`src/common/timer_pkg.sv`:
```
`default_nettype none
package timer_pkg;
	// register byte addresses on the apb bus
	localparam logic [11:0] ctrl_addr = 12'h000;
	localparam logic [11:0] count_low_addr = 12'h004;
	localparam logic [11:0] count_high_addr = 12'h008;
	localparam logic [11:0] flags_addr = 12'h00c;
	localparam logic [11:0] enables_addr = 12'h010;
	localparam logic [11:0] compare_addr = 12'h014;
	localparam logic [11:0] pins_addr = 12'h018;
	// control field positions
	localparam int wide_access_pos = 7;
	localparam int routing_hi_pos = 6;
	localparam int prescale_hi_pos = 5;
	localparam int prescale_lo_pos = 4;
	localparam int routing_lo_pos = 3;
	localparam int sync_bypass_pos = 2;
	localparam int clock_source_pos = 1;
	localparam int run_pos = 0;
	// flag and enable positions
	localparam int overflow_pos = 1;
	// compare register layout
	localparam int compare_mode_lsb = 16;
	localparam logic [3:0] special_event_mode = 4'hb;
	// reset values
	localparam logic [7:0] ctrl_reset = 8'h00;
	localparam logic [15:0] count_reset = 16'h0000;
	localparam logic [15:0] compare_reset = 16'hffff;
	localparam logic [3:0] compare_mode_reset = 4'h0;
	// instruction clock is the system clock divided by this
	localparam int instr_div = 4;
endpackage : timer_pkg
`default_nettype wire

```
`src/rtl/edge_sync.sv`:
```
`default_nettype none
// two-stage synchroniser with rising edge detect after a seen falling edge
module edge_sync
(
	input wire logic core_clk_in,
	input wire logic reset_n_in,
	input wire logic enable_in,
	input wire logic bypass_in,
	input wire logic raw_in,
	output logic rise_out
);
	typedef struct packed
	{
		logic meta;
		logic sync;
		logic last;
		logic armed;
		logic rise;
	} state_type;
	state_type s_q;
	state_type s_d;
	logic sample;

	////////////////////////////////////////////////////////////////
	// bypass takes the raw level; only stage two reads stage one
	always_comb
	begin
		s_d = s_q;
		s_d.meta = raw_in;
		s_d.sync = s_q.meta;
		sample = bypass_in ? raw_in : s_q.sync;
		s_d.last = sample;
		s_d.rise = 1'b0;
		if (s_q.last && !sample)
			s_d.armed = 1'b1;
		if (!s_q.last && sample && s_q.armed)
			s_d.rise = 1'b1;
	end

	always_ff @(posedge core_clk_in or negedge reset_n_in)
	begin
		if (!reset_n_in)
			s_q <= '0;
		else if (enable_in)
			s_q <= s_d;
	end

	assign rise_out = s_q.rise;
endmodule : edge_sync
`default_nettype wire

```
`src/rtl/prescaler.sv`:
```
`default_nettype none
// divides tick pulses by 1, 2, 4 or 8
module prescaler
(
	input wire logic core_clk_in,
	input wire logic reset_n_in,
	input wire logic enable_in,
	input wire logic clear_in,
	input wire logic tick_in,
	input wire logic [1:0] select_in,
	output logic tick_out
);
	typedef struct packed
	{
		logic [2:0] count;
	} state_type;
	state_type s_q;
	state_type s_d;
	logic [2:0] mask;

	////////////////////////////////////////////////////////////////
	// output fires when masked count bits are all ones
	always_comb
	begin
		s_d = s_q;
		unique case (select_in)
			2'h0: mask = 3'h0;
			2'h1: mask = 3'h1;
			2'h2: mask = 3'h3;
			2'h3: mask = 3'h7;
		endcase
		tick_out = tick_in && ((s_q.count & mask) == mask) && !clear_in;
		if (clear_in)
			s_d.count = 3'h0;
		else if (tick_in)
			s_d.count = s_q.count + 3'h1;
	end

	always_ff @(posedge core_clk_in or negedge reset_n_in)
	begin
		if (!reset_n_in)
			s_q <= '0;
		else if (enable_in)
			s_q <= s_d;
	end
endmodule : prescaler
`default_nettype wire

```
`src/rtl/timer_counter.sv`:
```
// The register addresses and the APB interface to the registers were left to the implementer.
`default_nettype none
module timer_counter
(
	input wire logic core_clk_in,
	input wire logic reset_n_in,
	input wire logic clk_en_in,
	input wire logic psel,
	input wire logic penable,
	input wire logic pwrite,
	input wire logic [11:0] paddr,
	input wire logic [31:0] pwdata,
	output logic [31:0] prdata,
	output logic pready,
	output logic pslverr,
	input wire logic external_clock_pin_in,
	input wire logic aux_osc_in,
	input wire logic aux_oscillator_enable_in,
	input wire logic [1:0] port_direction_bits_in,
	input wire logic [1:0] port_pins_in,
	output logic [1:0] pin_oe_out,
	output logic [1:0] port_read_out,
	output logic overflow_irq_out,
	output logic [1:0] unit_uses_this_timer_out,
	output logic [15:0] count_out
);
	typedef struct packed
	{
		logic [7:0] ctrl;
		logic [15:0] count;
		logic [7:0] high_buf;
		logic overflow_flag;
		logic overflow_irq_enable;
		logic [15:0] compare_value;
		logic [3:0] compare_mode;
		logic [1:0] div4;
		logic [31:0] rdata;
		logic ready;
		logic err;
		logic irq;
		logic [1:0] route;
		logic [1:0] oe;
		logic [1:0] pread;
	} state_type;
	state_type s_q;
	state_type s_d;

	logic ext_raw;
	logic ext_rise;
	logic instr_tick;
	logic source_tick;
	logic count_tick;
	logic pre_clear;
	logic acc;
	logic wr;
	logic rd;
	logic low_write;
	logic match;
	logic wide;

	////////////////////////////////////////////////////////////////
	// clock source selection
	// oscillator replaces the pin when enabled
	assign ext_raw = aux_oscillator_enable_in ? aux_osc_in : external_clock_pin_in;
	// bypass only honoured with external source
	// source and bypass bits pick the operating mode
	edge_sync ext_sync
	(
		.core_clk_in(core_clk_in),
		.reset_n_in(reset_n_in),
		.enable_in(clk_en_in),
		.bypass_in(s_q.ctrl[timer_pkg::sync_bypass_pos]),
		.raw_in(ext_raw),
		.rise_out(ext_rise)
	);
	// instruction tick every fourth clock, else pin edges
	assign instr_tick = (s_q.div4 == 2'(timer_pkg::instr_div - 1));
	assign source_tick = s_q.ctrl[timer_pkg::clock_source_pos] ? ext_rise : instr_tick;
	assign acc = psel && penable;
	assign wr = acc && pwrite;
	assign rd = acc && !pwrite;
	assign low_write = wr && (paddr == timer_pkg::count_low_addr);
	assign wide = s_q.ctrl[timer_pkg::wide_access_pos];
	// prescaler cleared by low byte writes only
	assign pre_clear = low_write;
	// prescale division of the selected tick
	prescaler pre
	(
		.core_clk_in(core_clk_in),
		.reset_n_in(reset_n_in),
		.enable_in(clk_en_in),
		.clear_in(pre_clear),
		.tick_in(source_tick && s_q.ctrl[timer_pkg::run_pos]),
		.select_in(s_q.ctrl[timer_pkg::prescale_hi_pos:timer_pkg::prescale_lo_pos]),
		.tick_out(count_tick)
	);
	// match only counts in special event mode
	// compare value thereby sets the period
	assign match = (s_q.compare_mode == timer_pkg::special_event_mode)
		&& (s_q.count == s_q.compare_value);

	////////////////////////////////////////////////////////////////
	// next state
	always_comb
	begin
		s_d = s_q;
		s_d.div4 = s_q.div4 + 2'h1;
		s_d.ready = 1'b0;
		s_d.err = 1'b0;
		// counting only while run bit set
		if (count_tick)
		begin
			s_d.count = s_q.count + 16'h0001;
			if (s_q.count == 16'hffff)
				s_d.overflow_flag = 1'b1;
		end
		// no flag set on trigger clear
		if (match)
			s_d.count = 16'h0000;
		// apb setup cycle answers in access phase with zero wait
		if (psel && !penable)
		begin
			s_d.ready = 1'b1;
			s_d.rdata = 32'h0;
			unique case (paddr)
				timer_pkg::ctrl_addr: s_d.rdata = {24'h0, s_q.ctrl};
				timer_pkg::count_low_addr:
				begin
					s_d.rdata = {24'h0, s_q.count[7:0]};
					if (wide && !pwrite)
						s_d.high_buf = s_q.count[15:8];
				end
				// high address reads buffer in wide mode
				timer_pkg::count_high_addr:
					s_d.rdata = {24'h0, wide ? s_q.high_buf : s_q.count[15:8]};
				timer_pkg::flags_addr:
					s_d.rdata = {30'h0, s_q.overflow_flag, 1'b0};
				timer_pkg::enables_addr:
					s_d.rdata = {30'h0, s_q.overflow_irq_enable, 1'b0};
				timer_pkg::compare_addr:
					s_d.rdata = {12'h0, s_q.compare_mode, s_q.compare_value};
				timer_pkg::pins_addr: s_d.rdata = {30'h0, s_q.pread};
				default: s_d.err = 1'b1;
			endcase
		end
		// writes land in the access cycle; they follow the counter update
		if (wr)
		begin
			unique case (paddr)
				timer_pkg::ctrl_addr: s_d.ctrl = pwdata[7:0];
				// low write commits buffered high byte in wide mode
				timer_pkg::count_low_addr:
					s_d.count = {wide ? s_q.high_buf : s_d.count[15:8], pwdata[7:0]};
				// high byte goes to buffer in wide mode
				timer_pkg::count_high_addr:
					if (wide)
						s_d.high_buf = pwdata[7:0];
					else
						s_d.count = {pwdata[7:0], s_d.count[7:0]};
				// flag cleared by write of zero; a wrap in the same cycle wins
				timer_pkg::flags_addr:
					s_d.overflow_flag = (s_q.overflow_flag && pwdata[timer_pkg::overflow_pos])
						|| (count_tick && s_q.count == 16'hffff);
				timer_pkg::enables_addr:
					s_d.overflow_irq_enable = pwdata[timer_pkg::overflow_pos];
				timer_pkg::compare_addr:
				begin
					s_d.compare_value = pwdata[15:0];
					s_d.compare_mode = pwdata[timer_pkg::compare_mode_lsb +: 4];
				end
				// the refusal already stood with pready; let it drop with it
				default: s_d.err = 1'b0;
			endcase
		end
		if (rd || wr)
			s_d.ready = 1'b0;
		// request only while enable is set
		s_d.irq = s_d.overflow_flag && s_d.overflow_irq_enable;
		// routing 1x both, 01 second only, 00 none
		s_d.route[1] = s_d.ctrl[timer_pkg::routing_hi_pos] || s_d.ctrl[timer_pkg::routing_lo_pos];
		s_d.route[0] = s_d.ctrl[timer_pkg::routing_hi_pos];
		// oscillator pins inputs and read zero
		s_d.oe = aux_oscillator_enable_in ? 2'h0 : ~port_direction_bits_in;
		s_d.pread = aux_oscillator_enable_in ? 2'h0 : port_pins_in;
	end

	////////////////////////////////////////////////////////////////
	// state register; clock enable freezes everything
	always_ff @(posedge core_clk_in or negedge reset_n_in)
	begin
		if (!reset_n_in)
		begin
			s_q <= '0;
			s_q.ctrl <= timer_pkg::ctrl_reset;
			s_q.count <= timer_pkg::count_reset;
			s_q.compare_value <= timer_pkg::compare_reset;
			s_q.compare_mode <= timer_pkg::compare_mode_reset;
		end
		else if (clk_en_in)
			s_q <= s_d;
	end

	////////////////////////////////////////////////////////////////
	// outputs straight from flops
	assign prdata = s_q.rdata;
	assign pready = s_q.ready;
	assign pslverr = s_q.err;
	assign overflow_irq_out = s_q.irq;
	assign unit_uses_this_timer_out = s_q.route;
	assign count_out = s_q.count;
	assign pin_oe_out = s_q.oe;
	assign port_read_out = s_q.pread;
endmodule : timer_counter
`default_nettype wire

```
`config.mk`:
```
export PLATFORM = sky130hd
export DESIGN_NAME = timer_counter
export DESIGN_NICKNAME = d
export VERILOG_FILES = /design/src/common/timer_pkg.sv /design/src/rtl/edge_sync.sv /design/src/rtl/prescaler.sv /design/src/rtl/timer_counter.sv
export SDC_FILE = /design/constraint.sdc
export NUM_CORES = 1
export LEC_CHECK = 0
export BUFFER_PORTS_ARGS = -buffer_cell sky130_fd_sc_hd__buf_2
export CAP_MARGIN = 20
export CORE_MARGIN = 2
export CORE_UTILIZATION = 44
export CTS_BUF_LIST = sky130_fd_sc_hd__clkbuf_8
export CTS_CLUSTER_SIZE = 30
export DETAILED_ROUTE_END_ITERATION = 10
export PLACE_DENSITY = 0.77
export SLEW_MARGIN = 30
export SYNTH_ARGS = -nofsm -noshare
export SYNTH_HDL_FRONTEND = slang
export SYNTH_SLANG_ARGS = --single-unit
```
`constraint.sdc`:
```
create_clock -name core_clk_in -period 1.8 [get_ports core_clk_in]
set_input_delay 0.18 -clock core_clk_in [delete_from_list [all_inputs] [get_ports core_clk_in]]
set_output_delay 0.18 -clock core_clk_in [all_outputs]
set_load 0.01 [all_outputs]
```
==> results_dict.tcl, run 1 <==
set metrics [dict create \
    run_status "complete, but fails checks" \
    violations "negative setup slack" \
    yosysSeqAreaShare 0.427 \
    drt_drc_violations_left 0 \
    cp.required_ns 2.07 \
    routabilityCongestion 0.994 \
    placed_cell_area_mm2 0.00642 \
    wirelength_mm 16.2 \
    design.die.area_mm2 0.0133 \
    viasPerCell 5.69 \
    antennaDiodeCount 0 \
    syn_avg_cell_area_um2 10.1 \
    area_growth_pct 29.7 \
    grt_pass1_vias 4699 \
    numClockSinks 92 \
    drt_iter0_drc 317 \
    fin_crit_ns 1.96 \
    final_util 0.587 \
    grt_overflow 0 \
    hpwlAfterDp_mm 12.0 \
    grt_antenna_before_repair 0 \
    setup_violations 17 \
    drive_gt1_frac 0.452 \
    power_per_cell_area_mw_per_mm2 576 \
    grt_max_degree 93 \
    cts_root_buffer "clkbuf_8" \
    yosysUniqueCellTypes 63 \
    grt.total_usage 0.254 \
    clk_pin_slew_worst_paths_ns 0.11 \
    tritoncts "done" \
    die_x_um 115 \
    synth-seq-cells 92 \
    firstDrtPassIters 5 \
    dr_total_vias 4777 \
    yosys_warnings 0 \
    die_h_um 115 \
    insertion_delay_ns 0.39 \
    end_kind "flip-flop" \
    antenna_left 0 \
    skew_ns 0.0241 \
    netlist_instances 537 \
    power.leakage_nw 3.42 \
    fill_cells 1017 \
    grt_pass1_wl_mm 25.7 \
    cp.arrival_ns 2.23 \
    synth_area_mm2 0.00544 \
    maxCapViolCount 0 \
    fmax_mhz 511 \
    tns_ns -1.18 \
    fp-row-count 40 \
    holdWs_ns 0.00513 \
    final_cell_mix "buf_4, buf_2, dfrtp_1" \
    cts_made_buffers 9 \
    htree_levels 3 \
    postLayoutCellArea_mm2 0.00705 \
    post_drt_wl_per_cell_um 19.4 \
    relSlewSlack 0.663 \
    hold_class "input port to flip-flop" \
    cts_buffer_depth 2 \
    worstMarginPinSlew_ns 0.506 \
    synth_ff_type "dfrtp_1" \
    path_class "flip-flop to flip-flop" \
    worstSetupStartpointType "flip-flop" \
    numPortBuffers 89 \
    fin_crit_sh 1.09 \
    ios 114 \
    nNetsFinal 747 \
    core_area_mm2 0.0120 \
    hold_viol_final 0 \
    start_util 0.453 \
    rsz0062_at_grt "yes" \
    finalWorstSetupSlack_ns -0.159 \
    final_common_cell "buf_4" \
    synth_edf_count 0 \
    synthArstFlopShare 1.00 \
    vdd_ir_drop_max_v 0.000293 \
    slew_violations 0 \
    cp_max_fo 5 \
]
## flip-flops by register name, indices dropped and copies added (netlist names)
register	cells
pin_oe_out	2
ext_sync.s_q	3
pready	1
pre.s_q	3
prdata	20
ext_sync.s_d	1
port_read_out	2
count_out	16
unit_uses_this_timer_out	2
pslverr	1
s_q	39
ext_sync.rise_out	1
overflow_irq_out	1
## layout make-up
cell class              instances  area, µm²  area share
clock buffers                   9        124      0.0176
inverters                      11       41.3     0.00586
clock inverters                 7       72.6      0.0103
flip-flops and latches         92       2320       0.330
multi-input cells             361       2840       0.403
repair buffers                212       1460       0.207
well taps                     147        184      0.0261
## routing by layer
layer / GRT usage / vias up / routed length [µm]
li1: - / 2173 / -
met5: 0 / - / 0
met3: 0.0311 / 25 / 1120
met2: 0.409 / 222 / 7710
met4: 0.101 / 0 / 330
met1: 0.351 / 2357 / 7080
## cell families after synthesis
logic type	share of synthesized area
DFF	0.427
muxes	0.0955
and+or+nand+nor	0.167
adders and majority gates	0.00691
xor gates and xnor gates	0.0435
buffers and inverters	0.108
AOI/OAI and AO/OA	0.152
other	0.000690
## through the flow
step                instances  total power [mW]  setup slack [ns]
global placement          807              2.64            -0.334
detailed placement        807              2.66            -0.328
CTS                       836              4.07            -0.159
finish                    839              4.06            -0.159
floorplan                 548              2.43           -0.0161
global route              839              4.21            -0.248
## critical path: stages (launching register included)
cell and delay, ns:
dfstp_2 0.57, xnor2_2 0.11, nand4_1 0.19, nor3_4 0.21, a31o_4 0.24, nor2_4 0.07, a21o_1 0.17, a221o_1 0.28
## final timing paths
path | to | cells after the start | slack (ns) | from
worst min register to register | ext_sync.s_q[1]$_DFFE_PN0P_ | 1 | 0.48 | ext_sync.s_q[1]$_DFFE_PN0P_
min in group asynchronous | ext_sync.s_q[1]$_DFFE_PN0P_ | 3 | 0.37 | reset_n_in
worst min-delay path | s_q[45]$_DFFE_PN0P_ | 2 | 0.005 | pwdata[18]
worst max-delay path | count_out[4]$_DFFE_PN0P_ | 7 | -0.16 | s_q[58]$_DFFE_PN1P_
max in group asynchronous | s_q[56]$_DFFE_PN1P_ | 3 | 1.01 | reset_n_in
worst max register to register | count_out[4]$_DFFE_PN0P_ | 7 | -0.16 | s_q[58]$_DFFE_PN1P_
## report_power, final
group	switching (mW)	internal, mW	total (mW)
combinational	0.271	0.215	0.487
sequential	0.0376	2.13	2.17
clock	0.858	0.545	1.40
total	1.17	2.89	4.06
## Yosys cell counts (all sizes together), types with 4 or more instances
master	n	area share
dfstp	16	0.077
nand2	40	0.028
o31ai	5	0.0069
clkbuf	8	0.0055
o21ai	23	0.021
nor4	5	0.018
nor2	27	0.019
a22oi	7	0.0097
nand4	11	0.018
xor2	8	0.013
inv	11	0.0076
o211ai	8	0.011
buf	76	0.095
nor3b	4	0.0055
xnor2	19	0.031
or2	4	0.0046
a211oi	4	0.0055
a22o	13	0.021
a21o	7	0.0097
nand3	19	0.019
a21oi	19	0.020
and3	9	0.010
nand3b	5	0.0069
nand4b	4	0.0064
mux2	31	0.064
and2	4	0.0048
o22ai	14	0.016
nor3	12	0.014
mux2i	17	0.031
dfrtp	76	0.35
## timing repair
item / 4_1_cts / 5_1_grt
hold buffers: 5 / 0
endpoints found under the hold margin: 80 / 0
pin swaps: 23 / 11
gates resized for setup: 43 / 20
setup buffers: 10 / 3
setup endpoints to repair: 18 / 21
Power figures use the tool's default switching activity.
==> run 2, diff against run 1 <==
--- a/config.mk
+++ b/config.mk
@@ -12,8 +12,8 @@
 export CTS_BUF_LIST = sky130_fd_sc_hd__clkbuf_8
 export CTS_CLUSTER_SIZE = 30
 export DETAILED_ROUTE_END_ITERATION = 10
-export PLACE_DENSITY = 0.77
-export SLEW_MARGIN = 30
+export PLACE_DENSITY = 0.74
+export SLEW_MARGIN = 0
 export SYNTH_ARGS = -nofsm -noshare
 export SYNTH_HDL_FRONTEND = slang
 export SYNTH_SLANG_ARGS = --single-unit
==> constraint.sdc (replaced) <==
create_clock -name core_clk_in -period 1.9 [get_ports core_clk_in]
set_input_delay 0.19 -clock core_clk_in [delete_from_list [all_inputs] [get_ports core_clk_in]]
set_output_delay 0.19 -clock core_clk_in [all_outputs]
set_load 0.01 [all_outputs]
==> run 2 against run 1 <==
The flow still finishes with violations (negative setup slack). Sequential cell count unchanged. Non-clock buffer count down 29. Largest cell class unchanged. Utilization down 2.1 points. Power down 4.9%. Sequential share of layout area up 1.2 points. Final area down 3.5%. Critical path type unchanged. Cell count down 3.5%. Worst hold slack better by 0.0042 ns. Count of clock-buffer cells in the layout unchanged.
==> results_dict.tcl, run 2 (synthesized netlist as in run 1, its figures left out) <==
set metrics [dict create \
    drive_gt1_frac 0.419 \
    vdd_ir_drop_max_v 0.000300 \
    final_common_cell "buf_2" \
    maxCapViolCount 0 \
    violations "negative setup slack" \
    r2r_end "count_out[9]$_DFFE_PN0P_" \
    cts_root_buffer "clkbuf_8" \
    finalNonFillerCells 810 \
    cts_buffer_depth 2 \
    hold_class "input port to flip-flop" \
    routabilityCongestion 0.957 \
    rsz0062_at_grt "yes" \
    critPathSlowestCell "dfrtp_1" \
    power_per_cell_area_mw_per_mm2 567 \
    drt_iter0_drc 377 \
    tritoncts "done" \
    hpwlAfterDp_mm 11.4 \
    design.die.area_mm2 0.0133 \
    grt_max_degree 41 \
    grt.total_usage 0.244 \
    worstHoldPathCells 2 \
    switching_power_mw 1.13 \
    p_sw_frac 0.292 \
    ios 114 \
    final_cell_mix "buf_2, buf_4, dfrtp_1" \
    worstMarginPinSlew_ns 0.620 \
    power.leakage_nw 3.25 \
    die_h_um 115 \
    cp_top_family "compound AO/OA/AOI/OAI gates" \
    wirelength_mm 15.6 \
    crit_buf_inv 1 \
    cp_cell_sequence "ha_2 -> mux2_4 -> and2_4 -> o21ai_2 -> buf_6 -> nor3_4 -> xnor2_2 -> a32oi_1 -> o31ai_1" \
    fill_cells 1040 \
    numPortBuffers 89 \
    fp-row-count 40 \
    grt_pass1_wl_mm 24.7 \
    numClockSinks 92 \
    holdWs_ns 0.00932 \
    final_util 0.566 \
    insertion_delay_ns 0.40 \
    grt_pass1_vias 4632 \
    combPwrFrac 0.119 \
    tns_ns -0.343 \
    slew_violations 0 \
    end_kind "flip-flop" \
    cp.arrival_ns 2.29 \
    hold_viol_final 0 \
    cts_made_buffers 9 \
    skew_ns 0.0129 \
    cp.required_ns 2.21 \
    largest_reg_flops 39 \
    run_status "complete, but fails checks" \
    finalWorstSetupSlack_ns -0.0738 \
    fin_crit_sh 1.04 \
    grt_overflow 0 \
    cp_max_fo 4 \
    seq_area_mm2 0.00232 \
    multi_input_area_mm2 0.00280 \
    r2r_start "s_q[42]$_DFFE_PN0P_" \
    htree_levels 3 \
    post_drt_wl_per_cell_um 19.2 \
    fin_crit_ns 1.97 \
    preCtsSetupSlack_ns -0.186 \
    grt_antenna_before_repair 0 \
    fmax_mhz 507 \
    reg2reg_depth 9 \
    worstHoldStart "pwdata[18]" \
    die_x_um 115 \
    drt_drc_violations_left 0 \
    setup_violations 7 \
    relSlewSlack 0.587 \
    firstDrtPassIters 5 \
    path_class "flip-flop to flip-flop" \
    max_stage_delay_ns 0.40 \
    start_util 0.453 \
    p_int_mw 2.73 \
    postLayoutCellArea_mm2 0.00680 \
    area_growth_pct 25.1 \
    regMostFlops "s_q" \
    min_to "s_q[45]$_DFFE_PN0P_" \
    dp.cells 779 \
    core_area_mm2 0.0120 \
    viasPerCell 5.76 \
    nNetsFinal 718 \
    placed_cell_area_mm2 0.00622 \
    regToRegSetupSlack_ns -0.07 \
    clk_pin_slew_worst_paths_ns 0.11 \
    dr_total_vias 4666 \
    antennaDiodeCount 0 \
    pwr-share-clk 0.348 \
    power.total_mw 3.86 \
    power_frac_seq 0.533 \
    worstSetupStartpointType "flip-flop" \
    antenna_left 0 \
]
[run 2: worst max-delay path by stage]
stage	to	startpoint	cells past startpoint
floorplan	count_out[13]$_DFFE_PN0P_	s_q[93]$_DFFE_PN0P_	8
global placement	overflow_irq_out$_DFFE_PN0P_	paddr[10]	8
detailed placement	overflow_irq_out$_DFFE_PN0P_	paddr[5]	8
CTS	count_out[7]$_DFFE_PN0P_	s_q[41]$_DFFE_PN0P_	9
global route	count_out[9]$_DFFE_PN0P_	s_q[42]$_DFFE_PN0P_	9
finish	count_out[9]$_DFFE_PN0P_	s_q[42]$_DFFE_PN0P_	9
[run 2: area by class of cell]
type | count | share of cell area
clock inverter | 7 | 0.0103
tap | 147 | 0.0271
sequential | 92 | 0.342
clock buffer | 9 | 0.0182
inverter | 11 | 0.00607
multi-input combinational | 361 | 0.412
timing repair buffer | 183 | 0.184
[run 2: power by group through the flow]
stage / Sequential, mW / Clock, mW / Combinational, mW
2_1_floorplan: 2.09 / 0 / 0.217
3_3_place_gp: 2.09 / 0 / 0.409
3_5_place_dp: 2.09 / 0 / 0.421
4_1_cts: 2.05 / 1.37 / 0.437
5_1_grt: 2.06 / 1.45 / 0.509
6_report: 2.06 / 1.34 / 0.458
[run 2: per-layer routing]
layer	vias up	global-route usage	wire (µm)
met2	211	0.378	7280
met5	-	0	0
met3	29	0.0559	1250
met4	0	0.0948	318
li1	2120	-	-
met1	2306	0.334	6730
[run 2: worst register-to-register path, stage by stage (launching register included)]
cell and delay [ns]:
dfrtp_1 0.40, ha_2 0.19, mux2_4 0.29, and2_4 0.18, o21ai_2 0.06, buf_6 0.15
nor3_4 0.05, xnor2_2 0.19, a32oi_1 0.14, o31ai_1 0.24
[run 2: what timing repair did]
action	in CTS	in global routing
resized for setup	20	34
hold buffers	7	0
endpoints found under the hold margin	35	0
endpoints found under the setup margin	14	17
pin swaps	5	20
setup buffers	5	3
==> run 3, diff against run 2 <==
--- a/config.mk
+++ b/config.mk
@@ -7,11 +7,13 @@
 export LEC_CHECK = 0
 export BUFFER_PORTS_ARGS = -buffer_cell sky130_fd_sc_hd__buf_2
 export CAP_MARGIN = 20
+export CORE_ASPECT_RATIO = 0.5
 export CORE_MARGIN = 2
 export CORE_UTILIZATION = 44
 export CTS_BUF_LIST = sky130_fd_sc_hd__clkbuf_8
 export CTS_CLUSTER_SIZE = 30
 export DETAILED_ROUTE_END_ITERATION = 10
+export GPL_ROUTABILITY_DRIVEN = 0
 export PLACE_DENSITY = 0.74
 export SLEW_MARGIN = 0
 export SYNTH_ARGS = -nofsm -noshare
==> run 3 against run 2 <==
The run still ends with negative setup slack left. Final area down 0.26%. Critical endpoint unchanged. Sequential share of layout area up 0.11 points. Largest power group unchanged. Setup slack better by 0.010 ns. Non-clock buffer count up 1. Utilization up 0.16 points. Global-route usage down 0.93 points. Highest routed layer unchanged.
==> results_dict.tcl, run 3 (synthesized netlist as in run 1, its figures left out) <==
set metrics [dict create \
    grt_max_degree 55 \
    hpwlAfterDp_mm 11.1 \
    ios 114 \
    wirelength_mm 15.1 \
    drive_gt1_frac 0.425 \
    vdd_ir_drop_max_v 0.000340 \
    grt_overflow 0 \
    preCtsSetupSlack_ns -0.194 \
    cp_max_fo 3 \
    grt_antenna_before_repair 0 \
    fin_crit_ns 1.96 \
    maxCapViolCount 0 \
    insertion_delay_ns 0.40 \
    worstSetupStartpointType "flip-flop" \
    grt.total_usage 0.235 \
    fp-row-count 28 \
    area_growth_pct 24.7 \
    fmax_mhz 509 \
    dr_total_vias 4658 \
    drt_iter0_drc 467 \
    power.leakage_nw 3.21 \
    tritoncts "done" \
    clk_pin_slew_worst_paths_ns 0.11 \
    post_drt_wl_per_cell_um 18.2 \
    hold_viol_final 0 \
    critPathSlowestCell "dfrtp_1" \
    fin_crit_sh 1.03 \
    grt_pass1_vias 4569 \
    antennaDiodeCount 0 \
    max_stage_delay_ns 0.40 \
    regMostFlops "s_q" \
    setup_violations 6 \
    fill_cells 1031 \
    worstHoldPathCells 2 \
    start_util 0.455 \
    reg2reg_depth 9 \
    power_per_cell_area_mw_per_mm2 559 \
    end_kind "flip-flop" \
    cp_cell_sequence "ha_2 -> mux2_4 -> and2_4 -> o21ai_4 -> buf_6 -> nor3_2 -> xnor2_1 -> a32oi_1 -> o31ai_1" \
    skew_ns 0.0196 \
    final_cell_mix "buf_2, buf_4, dfrtp_1" \
    cts_buffer_depth 2 \
    crit_buf_inv 1 \
    die_h_um 82.6 \
    regToRegSetupSlack_ns -0.06 \
    slew_violations 0 \
    core_area_mm2 0.0119 \
    numClockSinks 92 \
    antenna_left 0 \
    viasPerCell 5.62 \
    largest_reg_flops 39 \
    htree_levels 3 \
    cp_top_family "compound AO/OA/AOI/OAI gates" \
    cp.required_ns 2.19 \
    die_x_um 161 \
    cp.arrival_ns 2.25 \
    design.die.area_mm2 0.0133 \
    rsz0062_at_grt "yes" \
    cts_made_buffers 9 \
    final_common_cell "buf_2" \
    finalWorstSetupSlack_ns -0.0637 \
    nNetsFinal 719 \
    path_class "flip-flop to flip-flop" \
    firstDrtPassIters 5 \
    cts_root_buffer "clkbuf_8" \
    drt_drc_violations_left 0 \
    violations "negative setup slack" \
    run_status "complete, but fails checks" \
    tns_ns -0.143 \
    grt_pass1_wl_mm 23.6 \
    numPortBuffers 89 \
    hold_class "input port to flip-flop" \
    path_depth 9 \
]
-- run 3: where the power goes --
group	switching, mW	total, mW	internal, mW	leakage [nW]
sequential	0.0355	2.05	2.02	1.19
clock	0.791	1.28	0.491	0.0870
combinational	0.252	0.455	0.204	1.94
-- run 3: path summary, 6_finish.rpt --
path,start,end
hold reg to reg,ext_sync.s_q[1]$_DFFE_PN0P_,ext_sync.s_q[1]$_DFFE_PN0P_
max in group asynchronous,reset_n_in,s_q[52]$_DFFE_PN1P_
setup reg to reg,s_q[42]$_DFFE_PN0P_,count_out[9]$_DFFE_PN0P_
setup / recovery,s_q[42]$_DFFE_PN0P_,count_out[9]$_DFFE_PN0P_
min in group asynchronous,reset_n_in,pin_oe_out[0]$_DFFE_PN0P_
hold / removal,pwdata[8],s_q[55]$_DFFE_PN1P_
-- run 3: final cells by class --
cell class | instances | area, µm² | share of cell area
sequential | 92 | 2330 | 0.343
timing repair buffer | 184 | 1250 | 0.185
multi-input combinational | 361 | 2780 | 0.409
clock buffer | 9 | 124 | 0.0183
clock inverter | 7 | 55.1 | 0.00812
tap | 165 | 206 | 0.0304
inverter | 11 | 41.3 | 0.00609
-- run 3: metal layers --
metal,global-route usage,vias up,share of wire
li1,-,2115,-
met1,0.310,2247,0.44
met2,0.368,256,0.44
met3,0.0699,40,0.10
met4,0.0938,0,0.023
met5,0,-,0
-- run 3: metrics by stage --
step	instances	instance area (µm²)	hold WS [ns]	power [mW]	utilization
4_1_cts	828	6670	0.00196	3.81	0.559
3_3_place_gp	800	6260	0.0566	2.50	0.524
6_report	829	6780	0.00545	3.79	0.568
3_5_place_dp	800	6260	0.0552	2.51	0.524
5_1_grt	829	6780	0.00819	3.94	0.568
2_1_floorplan	548	5480	-0.106	2.30	-
-- run 3: what timing repair did --
item	CTS	global route
endpoints found under the hold margin	79	0
setup endpoints to repair	15	19
hold buffers	4	0
resized for setup	29	23
pin swaps	16	14
buffers inserted	8	3
